===== src/hdl/spc_pkg.sv =====
package spc_pkg;
  localparam int NPINS = 8;
  // register byte offsets
  localparam logic [11:0] OFS_CTRL   = 12'h000;
  localparam logic [11:0] OFS_DIR    = 12'h004;
  localparam logic [11:0] OFS_DATA   = 12'h008;
  localparam logic [11:0] OFS_PULL   = 12'h00C;
  localparam logic [11:0] OFS_PIN    = 12'h010;
  localparam logic [11:0] OFS_STATUS = 12'h014;
  localparam logic [11:0] OFS_FUNC   = 12'h018;
  // control field positions
  localparam int CTRL_SPL_BIT  = 0;
  localparam int CTRL_RST_BIT  = 1;
  localparam int CTRL_OSC_BIT  = 2;
  localparam int CTRL_WAKE_BIT = 3;
  localparam logic [31:0] CTRL_RESET = 32'h0000_0002;
  localparam logic [7:0]  BYTE_ZERO  = 8'h00;
  typedef enum logic [1:0] {
    SPC_NORMAL = 2'b00,
    SPC_SLEEP  = 2'b01,
    SPC_STOP   = 2'b10,
    SPC_WATCH  = 2'b11
  } spc_mode_type;
  typedef struct packed {
    logic [NPINS-1:0] out;
    logic [NPINS-1:0] oe;
    logic [NPINS-1:0] pull;
  } spc_drive_type;
endpackage


===== src/hdl/spc_top.sv =====
// Decided for this implementation: the register addresses and register access over APB.
`timescale 1ns/1ps
// What this block does
// - in stop/watch, select bit 0 keeps drive, 1 forces high impedance
// - in stop/watch, digital input gate is blocked regardless of select bit
// - select bit 0 in standby holds previous output level, input blocked
// - pull-up setting stays effective while pins are forced high impedance, except on oscillator and reset-shared pins
// - interrupt-capable pins pass input to edge detector when enabled
// - comparator pins keep delivering analog signal during standby
// - comparator output keeps running and driving when state is kept
// - two-wire pins still pass wakeup when wakeup function enabled
// - during reset pins are high impedance, input enabled except on analog pins, no function
// - shared reset pin acts as reset input in every mode when configured
// - oscillator pins are high impedance in standby when used as osc
module spc_top
  import spc_pkg::*;
#(
  parameter int N = spc_pkg::NPINS
) (
  input  wire logic                  CLK,
  input  wire logic                  RSTN,
  input  wire logic                  PSEL,
  input  wire logic                  PENABLE,
  input  wire logic                  PWRITE,
  input  wire logic [11:0]           PADDR,
  input  wire logic [31:0]           PWDATA,
  output logic      [31:0]           PRDATA,
  output logic                       PREADY,
  output logic                       PSLVERR,
  input  wire spc_pkg::spc_mode_type MODE,
  input  wire logic [N-1:0]          PIN_IN,
  output logic      [N-1:0]          PIN_OUT,
  output logic      [N-1:0]          PIN_OE,
  output logic      [N-1:0]          PIN_PULL,
  output logic      [N-1:0]          PORT_IN,
  input  wire logic [N-1:0]          PERIPH_OUT,
  input  wire logic [N-1:0]          PERIPH_OE,
  input  wire logic [N-1:0]          IRQ_EN,
  input  wire logic [N-1:0]          IRQ_PIN,
  input  wire logic [N-1:0]          CMP_PIN,
  input  wire logic [N-1:0]          CMP_OUT_PIN,
  input  wire logic [N-1:0]          TWI_PIN,
  input  wire logic [N-1:0]          ANALOG_PIN,
  input  wire logic [N-1:0]          OSC_PIN,
  input  wire logic [N-1:0]          RST_PIN,
  output logic      [N-1:0]          EDGE_IN,
  output logic      [N-1:0]          TWI_WAKE_IN,
  output logic      [N-1:0]          CMP_IN,
  output logic                       EXT_RESET
);
  import spc_pkg::*;

  ////////////////////////////////////////////////////////////////////////
  logic [31:0]   ctrl;
  logic [N-1:0]  dir;
  logic [N-1:0]  data;
  logic [N-1:0]  pull;
  logic [N-1:0]  func;
  logic          in_reset;
  spc_drive_type held;
  spc_drive_type next_drive;
  logic          standby;
  logic          standby_d;
  logic          standby_pin_state_select;
  logic [N-1:0]  rst_mask;
  logic          wr;
  logic          rd;

  assign standby_pin_state_select     = ctrl[CTRL_SPL_BIT];
  // the shared pin may drive as a port once its reset use is switched off
  assign rst_mask = RST_PIN & {N{ctrl[CTRL_RST_BIT]}};
  assign standby = (MODE == SPC_STOP) || (MODE == SPC_WATCH);
  assign wr      = PSEL & PENABLE & PWRITE;
  assign rd      = PSEL & ~PENABLE & ~PWRITE;

  function automatic logic hit(input logic [11:0] a, input logic [11:0] o);
    return a == o;
  endfunction

  ////////////////////////////////////////////////////////////////////////
  // no wait state: setup cycle decodes, access cycle answers
  always_ff @(posedge CLK or negedge RSTN) begin
    if (!RSTN) begin
      ctrl <= CTRL_RESET;
      dir  <= '0;
      data <= '0;
      pull <= '0;
      func <= '0;
    end else if (wr) begin
      if (hit(PADDR, OFS_CTRL)) ctrl <= PWDATA;
      if (hit(PADDR, OFS_DIR))  dir  <= PWDATA[N-1:0];
      if (hit(PADDR, OFS_DATA)) data <= PWDATA[N-1:0];
      if (hit(PADDR, OFS_PULL)) pull <= PWDATA[N-1:0];
      if (hit(PADDR, OFS_FUNC)) func <= PWDATA[N-1:0];
    end
  end

  always_ff @(posedge CLK or negedge RSTN) begin
    if (!RSTN) begin
      PRDATA  <= '0;
      PREADY  <= 1'b0;
      PSLVERR <= 1'b0;
    end else begin
      PREADY  <= PSEL & ~PENABLE;
      PSLVERR <= 1'b0;
      if (PSEL & ~PENABLE) begin
        PSLVERR <= !(hit(PADDR, OFS_CTRL) || hit(PADDR, OFS_DIR) ||
                     hit(PADDR, OFS_DATA) || hit(PADDR, OFS_PULL) ||
                     hit(PADDR, OFS_PIN)  || hit(PADDR, OFS_STATUS) ||
                     hit(PADDR, OFS_FUNC));
      end
      if (rd) begin
        PRDATA <= '0;
        case (PADDR)
          OFS_CTRL:   PRDATA <= ctrl;
          OFS_DIR:    PRDATA[N-1:0] <= dir;
          OFS_DATA:   PRDATA[N-1:0] <= data;
          OFS_PULL:   PRDATA[N-1:0] <= pull;
          OFS_PIN:    PRDATA[N-1:0] <= PORT_IN;
          OFS_STATUS: PRDATA[3:0] <= {in_reset, standby, MODE};
          OFS_FUNC:   PRDATA[N-1:0] <= func;
          default:    PRDATA <= '0;
        endcase
      end
    end
  end

  ////////////////////////////////////////////////////////////////////////
  // pins stay quiet for one cycle after release so nothing drives or pulls early
  always_ff @(posedge CLK or negedge RSTN) begin
    if (!RSTN) in_reset <= 1'b1;
    else       in_reset <= 1'b0;
  end

  always_comb begin
    next_drive.out  = func & PERIPH_OUT | ~func & data;
    next_drive.oe   = func & PERIPH_OE  | ~func & dir;
    next_drive.out  = next_drive.out & ~CMP_OUT_PIN |
                      CMP_OUT_PIN & PERIPH_OUT;
    next_drive.oe   = next_drive.oe & ~OSC_PIN & ~rst_mask;
    // a pull-up against a low drive only burns current
    next_drive.pull = pull & ~(next_drive.oe & ~next_drive.out);
  end

  // snapshot on the normal/sleep cycle before standby entry
  always_ff @(posedge CLK or negedge RSTN) begin
    if (!RSTN) begin
      held      <= '0;
      standby_d <= 1'b0;
    end else begin
      standby_d <= standby;
      if (!standby) held <= next_drive;
    end
  end

  ////////////////////////////////////////////////////////////////////////
  always_ff @(posedge CLK or negedge RSTN) begin
    if (!RSTN) begin
      PIN_OUT  <= '0;
      PIN_OE   <= '0;
      PIN_PULL <= '0;
    end else if (in_reset) begin
      PIN_OUT  <= '0;
      PIN_OE   <= '0;
      PIN_PULL <= '0;
    end else if (standby && standby_pin_state_select) begin
      PIN_OUT  <= '0;
      PIN_OE   <= '0;
      PIN_PULL <= pull & ~OSC_PIN & ~RST_PIN;
    end else if (standby) begin
      PIN_OUT  <= held.out & ~CMP_OUT_PIN | CMP_OUT_PIN & PERIPH_OUT;
      PIN_OE   <= held.oe & ~OSC_PIN & ~rst_mask;
      PIN_PULL <= held.pull;
    end else begin
      PIN_OUT  <= next_drive.out;
      PIN_OE   <= next_drive.oe;
      PIN_PULL <= next_drive.pull;
    end
  end

  // input gating; digital input enabled in reset except analog pins
  always_ff @(posedge CLK or negedge RSTN) begin
    if (!RSTN) begin
      PORT_IN     <= '0;
      EDGE_IN     <= '0;
      TWI_WAKE_IN <= '0;
      CMP_IN      <= '0;
      EXT_RESET   <= 1'b0;
    end else begin
      if (in_reset) PORT_IN <= PIN_IN & ~ANALOG_PIN;
      else if (standby) PORT_IN <= '0;
      else PORT_IN <= PIN_IN;
      EDGE_IN     <= PIN_IN & IRQ_PIN & (IRQ_EN | {N{~standby}});
      TWI_WAKE_IN <= PIN_IN & TWI_PIN &
                     {N{~standby | ctrl[CTRL_WAKE_BIT]}};
      CMP_IN      <= PIN_IN & CMP_PIN;
      EXT_RESET   <= ctrl[CTRL_RST_BIT] & |(RST_PIN & ~PIN_IN);
    end
  end
endmodule


===== config.mk =====
export PLATFORM = sky130hd
export DESIGN_NAME = spc_top
export DESIGN_NICKNAME = d
export VERILOG_FILES = /design/src/hdl/spc_pkg.sv /design/src/hdl/spc_top.sv
export SDC_FILE = /design/constraint.sdc
export NUM_CORES = 1
export LEC_CHECK = 0
export BUFFER_PORTS_ARGS = -buffer_cell sky130_fd_sc_hd__buf_4
export CAP_MARGIN = 20
export CORE_MARGIN = 1
export CORE_UTILIZATION = 40
export DETAILED_ROUTE_END_ITERATION = 10
export PLACE_DENSITY = 0.68
export REMOVE_ABC_BUFFERS = 1
export SLEW_MARGIN = 20
export SYNTH_ARGS = -nofsm -noshare
export SYNTH_HDL_FRONTEND = slang
export SYNTH_SLANG_ARGS = --single-unit

===== constraint.sdc =====
create_clock -name CLK -period 2.1 [get_ports CLK]
set_input_delay 0.315 -clock CLK [delete_from_list [all_inputs] [get_ports CLK]]
set_output_delay 0.315 -clock CLK [all_outputs]
set_load 0.005 [all_outputs]

==> flow_summary.ini, run 1 <==
[placement]
hpwl_um = 15800
pre_cts_ws_ps = -110
finalWeightedCongestion = 0.787
place_inst = 1118
port_buffers = 229

[clock_network]
ctsResizeCount = 0
clockBufferDepth = 2
tritoncts = done
clkLatencyLatePin_ps = 430
cts_sinks = 180
cts_made_buffers = 17
h-tree-depth = 4
clock-root-buffer = clkbuf_16
clkTransAtPathRegs_ps = 70

[floorplan]
die_w_um = 142
ios = 230
die_area_um2 = 20100
die_h_um = 142
core_um2 = 19000
num_rows = 50
start_util = 0.413

[timing]
fmax_mhz = 561
timing.final.ws_setup_ps = 318
layout_min_cycle_time_ps = 1780
finClkSkew_ps = 8.61
slew_headroom = 0.646
slew_violations = 0
setup_viol_count_final = 0
period_share = 0.849
rsz0062_at_grt = false
finalHoldViolations = 0
worst_pin_slew_ps = 531
whs_ps = 92.6

[detailed_routing]
vias = 5767
drtPass1Iterations = 5
wl_per_cell_um = 18.8
ant_nets = 0
routed_wl_um = 21700
dr.first_iter.drc_count = 281
via_per_inst = 5.01
drc = 0

[worst_setup_path]
crit_path_max_incr_delay_ps = 460
crit_chain = buf_4, or2_1, or3_1, or4_4, buf_12, mux2_4
crit_type = primary input to flop
cp_max_fo = 24
arrival_ps = 2090
crit_path_end_kind = flop
worstRegToRegCells = 4
required_ps = 2410
crit_path_start_kind = primary input
worstReg2RegStart = ctrl[1]
slowest_stage = or4_4
crit_start = PADDR[1]

[layout]
instances_no_fill = 1151
final_nets = 1017
drive_gt1_frac = 0.425
final_core_util = 0.562
area_growth_syn_to_layout_pct = 36.1
diodes = 0
top_regs = PRDATA x32, ctrl x32, held x24

[logic_synthesis]
yosysTopAreaCell = dfrtp_1
yosysWarnings = 0
synth-edff-count = 0
ys_seq_area_frac = 0.575
synth.distinct_cells = 45
syn_area_per_cell_um2 = 12.5
synth.top_cell.area_share = 0.569
synth_area_um2 = 7830
synth_seq_cells = 180
synth.top_cells.by_area = dfrtp_1 (57%), mux2_2 (6.3%), mux2_4 (5.7%)
ys_top_cells_by_count = dfrtp_1 (178), nand2_1 (61), inv_1 (44), mux2_2 (44), a21oi_1 (34)
yosysMostFrequentCell = dfrtp_1
synthFlopType = dfrtp_1
netlist_instances = 628
async_flop_share = 1.00

[grt]
grtUsageTotal = 0.223
grt_overflow = 0
grt_pass1_wl_um = 33300
grt_pass1_vias = 5778
antenna_found_initial = 0
grt_start_max_net_pins = 70

[power_and_ir_drop]
pwr-share-clk = 0.445
power_mw = 7.64
seqPwrFrac = 0.467
intPower_mw = 5.91
p_per_area_nw_per_um2 = 717
power_leakage_nw = 5.57
p_comb_frac = 0.088
p_sw_frac = 0.227
p_switching_mw = 1.73
vdd_drop_max_mv = 0.594

[run_status]
outcome = finished, final reports clean

[hold_path]
min_path_type = primary input to flop
hp-start = CMP_PIN[0]
hold_path_depth = 2

[job]
max_cap_viol_count = 0
==> cells in the final DEF, fill, tap and decap left out, types with 3 or more instances in the layout <==
master	count
buf_4	255
dfrtp_1	178
nand2_1	61
mux2_2	44
inv_1	44
a21oi_1	34
mux2i_1	32
mux2_4	30
and3_1	26
a22o_1	24
nor2b_1	19
clkbuf_16	17
nor2_1	12
a211oi_1	8
o32ai_1	8
a211o_1	8
and2_1	8
mux4_2	7
nand2b_1	6
buf_12	6
nand3_1	5
o21ai_0	5
o22ai_1	4
nor3_1	4
bufinv_16	4
or3_1	3
o31a_1	3
inv_6	3
clkinv_2	3
==> logic make-up (layout without fill, tap and decap cells) <==
kind of cell | count (synthesis) | after routing | share of synthesized area
flip-flops | 180 | 180 | 0.575
AND/OR/NAND/NOR | 153 | 153 | 0.102
multiplexers | 113 | 113 | 0.182
AO/OA/AOI/OAI | 105 | 105 | 0.0958
buffers and inverters | 76 | 339 | 0.0449
other | 1 | 1 | 0.000479
==> path summary, 6_finish.rpt <==
kind / slack [ps] / to
max: 320 / ctrl[19]
min: 90 / CMP_IN[0]
max reg2reg: 480 / PIN_OE[3]
min reg2reg: 490 / held[0]
max in group asynchronous: 1140 / in_reset
min in group asynchronous: 300 / PRDATA[14]
==> per-layer routing <==
metal	track usage	vias to the layer above	share of wire
met3	0.0562	22	0.071
met5	0	-	0
met4	0.0679	0	0.016
li1	-	2716	-
met1	0.302	2830	0.44
met2	0.353	199	0.47
==> cell type report <==
| cell class | count | area [um^2] |
|---|---|---|
| Inverter | 44 | 165 |
| Timing Repair Buffer | 263 | 2060 |
| Sequential cell | 180 | 4510 |
| Tap cell | 260 | 325 |
| Fill cell | 1649 | 8300 |
| Clock inverter | 12 | 176 |
| Clock buffer | 20 | 447 |
| Multi-Input combinational cell | 372 | 2980 |
==> metrics by stage <==
stage	cell area [um^2]	TNS [ps]
2_1_floorplan	7650	-16020
3_3_place_gp	10000	-2080
3_5_place_dp	10000	-3200
4_1_cts	10700	0
5_1_grt	10700	0
6_report	10700	0
==> critical path, delay by kind of cell <==
family                 cells  cell delay [ps]
buffers and inverters      2              300
muxes                      1              310
and+or+nand+nor            3             1140
==> power groups by stage <==
stage                     logic [mW]  registers, mW  clock network (mW)
final                          0.671           3.57                3.40
after global routing           0.734           3.57                3.60
after CTS                      0.681           3.57                3.46
after detailed placement       0.676           3.63                   0
after global placement         0.675           3.63                   0
after floorplan                0.151           3.63                   0
==> repair_timing <==
item                                   in CTS  in global routing
hold buffers                                1                  0
setup buffers                               0                  0
endpoints found under the hold margin      16                  0
setup endpoints to repair                   0                  0
Note: power is estimated with default switching activity, not from simulation.
==> run 2: changes to the inputs <==
Clock period 2.1 ns to 1.9 ns, I/O delays scaled along.
==> flow_summary.ini, run 2 (synthesis results as in run 1) <==
[worst_setup_path]
arrival_ps = 2050
r2r_slack_ps = 290
worstReg2RegStart = ctrl[1]
cpLargestDelayFamily = simple AND/OR/NAND/NOR gates
crit_path_max_incr_delay_ps = 450
crit_path_start_kind = primary input
cp_max_fo = 24
crit_path_end_kind = flop
slowest_stage = or4_4
crit_type = primary input to flop
critPathBufInv = 2
r2r-end = PIN_PULL[0]
crit_chain = buf_4, or2_1, or3_1, or4_4, buf_12, mux2_4
worstRegToRegCells = 4
required_ps = 2200

[timing]
rsz0062_at_grt = false
fmax_mhz = 573
finClkSkew_ps = 9.10
slew_violations = 0
slew_headroom = 0.635
period_share = 0.919
worst_pin_slew_ps = 548
setup_viol_count_final = 0
finalHoldViolations = 0
timing.final.ws_setup_ps = 154
layout_min_cycle_time_ps = 1750

[detailed_routing]
ant_nets = 0
routed_wl_um = 21400
vias = 5835
wl_per_cell_um = 18.5
dr.first_iter.drc_count = 212
via_per_inst = 5.04
drtPass1Iterations = 5
drc = 0

[hold_path]
min_path_type = primary input to flop
hp-start = CMP_PIN[2]
hold_path_depth = 2
min_to = CMP_IN[2]

[layout]
diodes = 0
fillers = 1646
multi_input_area_um2 = 2980
regArea_um2 = 4510
area_growth_syn_to_layout_pct = 35.9
final_nets = 1023
drive_gt1_frac = 0.430
top_regs = PRDATA x32, ctrl x32, held x24
layout_common_cells = buf_4 (262), dfrtp_1 (178), nand2_1 (61), mux2_2 (44), inv_1 (44)
final_common_cell = buf_4

[run_status]
outcome = finished, final reports clean

[job]
max_cap_viol_count = 0

[grt]
grt_pass1_wl_um = 32400
grtUsageTotal = 0.219
antenna_found_initial = 0
grt_pass1_vias = 5675
grt_start_max_net_pins = 47
grt_overflow = 0

[clock_network]
tritoncts = done
clock-root-buffer = clkbuf_16
cts_setup_buffers = 0
clockBufferDepth = 2
ctsResizeCount = 0
hold_buffers = 1
cts_made_buffers = 17
h-tree-depth = 4
clkLatencyLatePin_ps = 420
clkTransAtPathRegs_ps = 70
cts_sinks = 180

[floorplan]
ios = 230
die_w_um = 142
die_area_um2 = 20100
core_um2 = 19000
num_rows = 50
start_util = 0.413
die_h_um = 142

[power_and_ir_drop]
p_per_area_nw_per_um2 = 759
seqPwrFrac = 0.488
intPower_mw = 6.20
p_switching_mw = 1.88
p_sw_frac = 0.233
pwr-share-clk = 0.420
power_mw = 8.08
vdd_drop_max_mv = 0.699
p_comb_frac = 0.092
power_leakage_nw = 5.57

[placement]
port_buffers = 229
finalWeightedCongestion = 0.801
pre_cts_ws_ps = -275
hpwl_um = 15900
[run 2: stage by stage]
step | hold WS (ps) | utilization | area, um^2 | instances | setup TNS (ps)
2_1_floorplan | -10.6 | - | 7650 | 596 | -27250
3_3_place_gp | 248 | 0.531 | 10100 | 1124 | -11440
3_5_place_dp | 250 | 0.531 | 10100 | 1124 | -12960
4_1_cts | 54.0 | 0.561 | 10600 | 1157 | 0
5_1_grt | 56.3 | 0.561 | 10600 | 1157 | 0
6_report | 72.0 | 0.561 | 10600 | 1157 | 0
[run 2: worst max path at each step]
stage	from	to	slack, ps	depth (start not counted)
floorplan	PENABLE	PRDATA[10]	-600	5
global placement	PADDR[1]	ctrl[3]	-240	6
detailed placement	PADDR[1]	ctrl[11]	-280	6
CTS	PADDR[1]	ctrl[10]	170	6
global route	PADDR[1]	ctrl[10]	130	6
finish	PADDR[1]	ctrl[17]	150	6
[run 2: area by class of cell]
type	instances	share of cell area
Inverter	44	0.0155
Clock inverter	11	0.00964
Tap cell	260	0.0306
Clock buffer	21	0.0442
Sequential cell	180	0.423
Multi-Input combinational cell	372	0.280
Timing Repair Buffer	269	0.196
[run 2: power by group through the flow]
stage | combinational (mW) | clock, mW | sequential [mW]
after detailed placement | 0.752 | 0 | 4.01
after floorplan | 0.167 | 0 | 4.01
final | 0.745 | 3.40 | 3.94
after global routing | 0.811 | 3.65 | 3.95
after global placement | 0.750 | 0 | 4.01
after CTS | 0.756 | 3.49 | 3.94
[run 2: layer usage]
metal | global-route usage | up-vias | part of all wire | wire [um]
met5 | 0 | - | 0 | 0
met4 | 0.0645 | 0 | 0.012 | 247
met3 | 0.0474 | 14 | 0.060 | 1270
met2 | 0.347 | 190 | 0.48 | 10300
met1 | 0.301 | 2904 | 0.45 | 9610
li1 | - | 2727 | - | -
==> run 3: changes to the inputs <==
Settings changed: BUFFER_PORTS_ARGS -buffer_cell sky130_fd_sc_hd__buf_4 to default, DONT_BUFFER_PORTS from default to 1, PLACE_DENSITY 0.68 to 0.58.
==> flow_summary.ini, run 3 (synthesis results as in run 1) <==
[power_and_ir_drop]
p_comb_frac = 0.051
intPower_mw = 6.16
pwr-share-clk = 0.453
p_switching_mw = 1.81
seqPwrFrac = 0.497
p_sw_frac = 0.227
vdd_drop_max_mv = 0.608
power_mw = 7.97
power_leakage_nw = 4.69
p_per_area_nw_per_um2 = 834

[worst_setup_path]
worstRegToRegCells = 4
required_ps = 2270
crit_path_start_kind = primary input
arrival_ps = 2190
crit_type = primary input to flop
crit_path_end_kind = flop
r2r_slack_ps = 240
r2r-end = PIN_OE[7]
worstReg2RegStart = ctrl[1]
cp_max_fo = 4

[grt]
grtUsageTotal = 0.230
antenna_found_initial = 0
grt_pass1_wl_um = 33700
grt_start_max_net_pins = 181
grt_overflow = 0
grt_pass1_vias = 5695

[placement]
hpwl_um = 14600
finalWeightedCongestion = 0.829
port_buffers = 0

[timing]
rsz0062_at_grt = false
setup_viol_count_final = 0
fmax_mhz = 551
layout_min_cycle_time_ps = 1810
finalHoldViolations = 180
finClkSkew_ps = 7.68
setup_tns_ps = 0
whs_ps = -451
slew_violations = 0
period_share = 0.955

[clock_network]
tritoncts = done
h-tree-depth = 4
clockBufferDepth = 2
cts_sinks = 180
cts_setup_buffers = 0
clock-root-buffer = clkbuf_16
clkTransAtPathRegs_ps = 70
clkLatencyLatePin_ps = 430
cts_made_buffers = 17

[detailed_routing]
dr.first_iter.drc_count = 362
vias = 5287
via_per_inst = 5.36
routed_wl_um = 22400
wl_per_cell_um = 22.7
drtPass1Iterations = 4
drc = 0
ant_nets = 0

[run_status]
violations = hold timing
outcome = finished with violations

[job]
max_cap_viol_count = 0

[floorplan]
die_w_um = 142
die_area_um2 = 20100
core_um2 = 19000
ios = 230
die_h_um = 142
start_util = 0.413
num_rows = 50

[layout]
fillers = 1707
final_nets = 853
diodes = 0
layout_common_cells = dfrtp_1 (178), dlygate4sd3_1 (71), nand2_1 (61), mux2_2 (44), inv_1 (44)
final_common_cell = dfrtp_1
drive_gt1_frac = 0.201
top_regs = PRDATA x32, ctrl x32, held x24
area_growth_syn_to_layout_pct = 22.0

[hold_path]
min_path_type = primary input to asynchronous set/reset pin
-- run 3: cell count changes in the layout (fill, tap and decap cells not counted), sizes merged, moves of 2 or more --
cell	delta
buf	-241
clkbuf	-2
dlygate4sd3	+70
inv	+3
-- run 3: repair_timing --
| action | 4_1_cts | 5_1_grt |
|---|---|---|
| hold endpoints to repair | 291 | 183 |
| hold buffers | 70 | 3 |
| gates resized for setup | 0 | 1 |
| endpoints found under the setup margin | 0 | 1 |
-- run 3: worst max-delay path, cell delays in order --
cell	delay (ps)
dlygate4sd3_1	610
nand2_1	70
dlygate4sd3_1	560
a21oi_1	110
dlygate4sd3_1	550
-- run 3: final cells by class --
type | instances | area (um^2) | area share
multi-input cells | 372 | 2980 | 0.312
well taps | 260 | 325 | 0.0340
inverters | 44 | 165 | 0.0173
clock buffers | 19 | 453 | 0.0474
repair buffers | 99 | 976 | 0.102
flip-flops and latches | 180 | 4510 | 0.471
clock inverters | 13 | 149 | 0.0156
-- run 3: per-layer routing --
layer	global-route usage	part of all wire	up-vias
li1	-	-	2382
met4	0.0939	0.026	0
met2	0.368	0.48	223
met1	0.277	0.40	2651
met5	0	0	-
met3	0.0902	0.091	31
-- run 3: worst max path at each step --
stage          startpoint          to  slack (ps)  cells after the start
5_1_grt         PIN_IN[0]  EDGE_IN[0]          20                      5
4_1_cts         PIN_IN[4]  EDGE_IN[4]          30                      5
3_5_place_dp     PADDR[9]    ctrl[25]        -150                      4
3_3_place_gp     PADDR[9]    ctrl[22]        -130                      4
6_report        PIN_IN[0]  EDGE_IN[0]          90                      5
2_1_floorplan     PENABLE  PRDATA[10]        -600                      5
-- run 3: metrics by stage --
step / hold WS [ps] / cell area, um^2 / utilization / cells / setup WS, ps
after floorplan: -10.6 / 7650 / - / 596 / -599
after global placement: -6.09 / 8210 / 0.433 / 881 / -134
after detailed placement: -7.17 / 8210 / 0.433 / 881 / -155
after CTS: -467 / 9520 / 0.502 / 983 / 27.9
after global routing: -480 / 9560 / 0.504 / 987 / 16.6
final: -451 / 9560 / 0.504 / 987 / 85.5
-- run 3: power by group through the flow --
stage | Combinational, mW | Sequential, mW | Clock, mW
floorplan | 0.167 | 4.01 | 0
global placement | 0.231 | 4.03 | 0
detailed placement | 0.238 | 4.03 | 0
CTS | 0.391 | 3.96 | 3.67
global route | 0.439 | 3.97 | 3.83
finish | 0.403 | 3.96 | 3.61
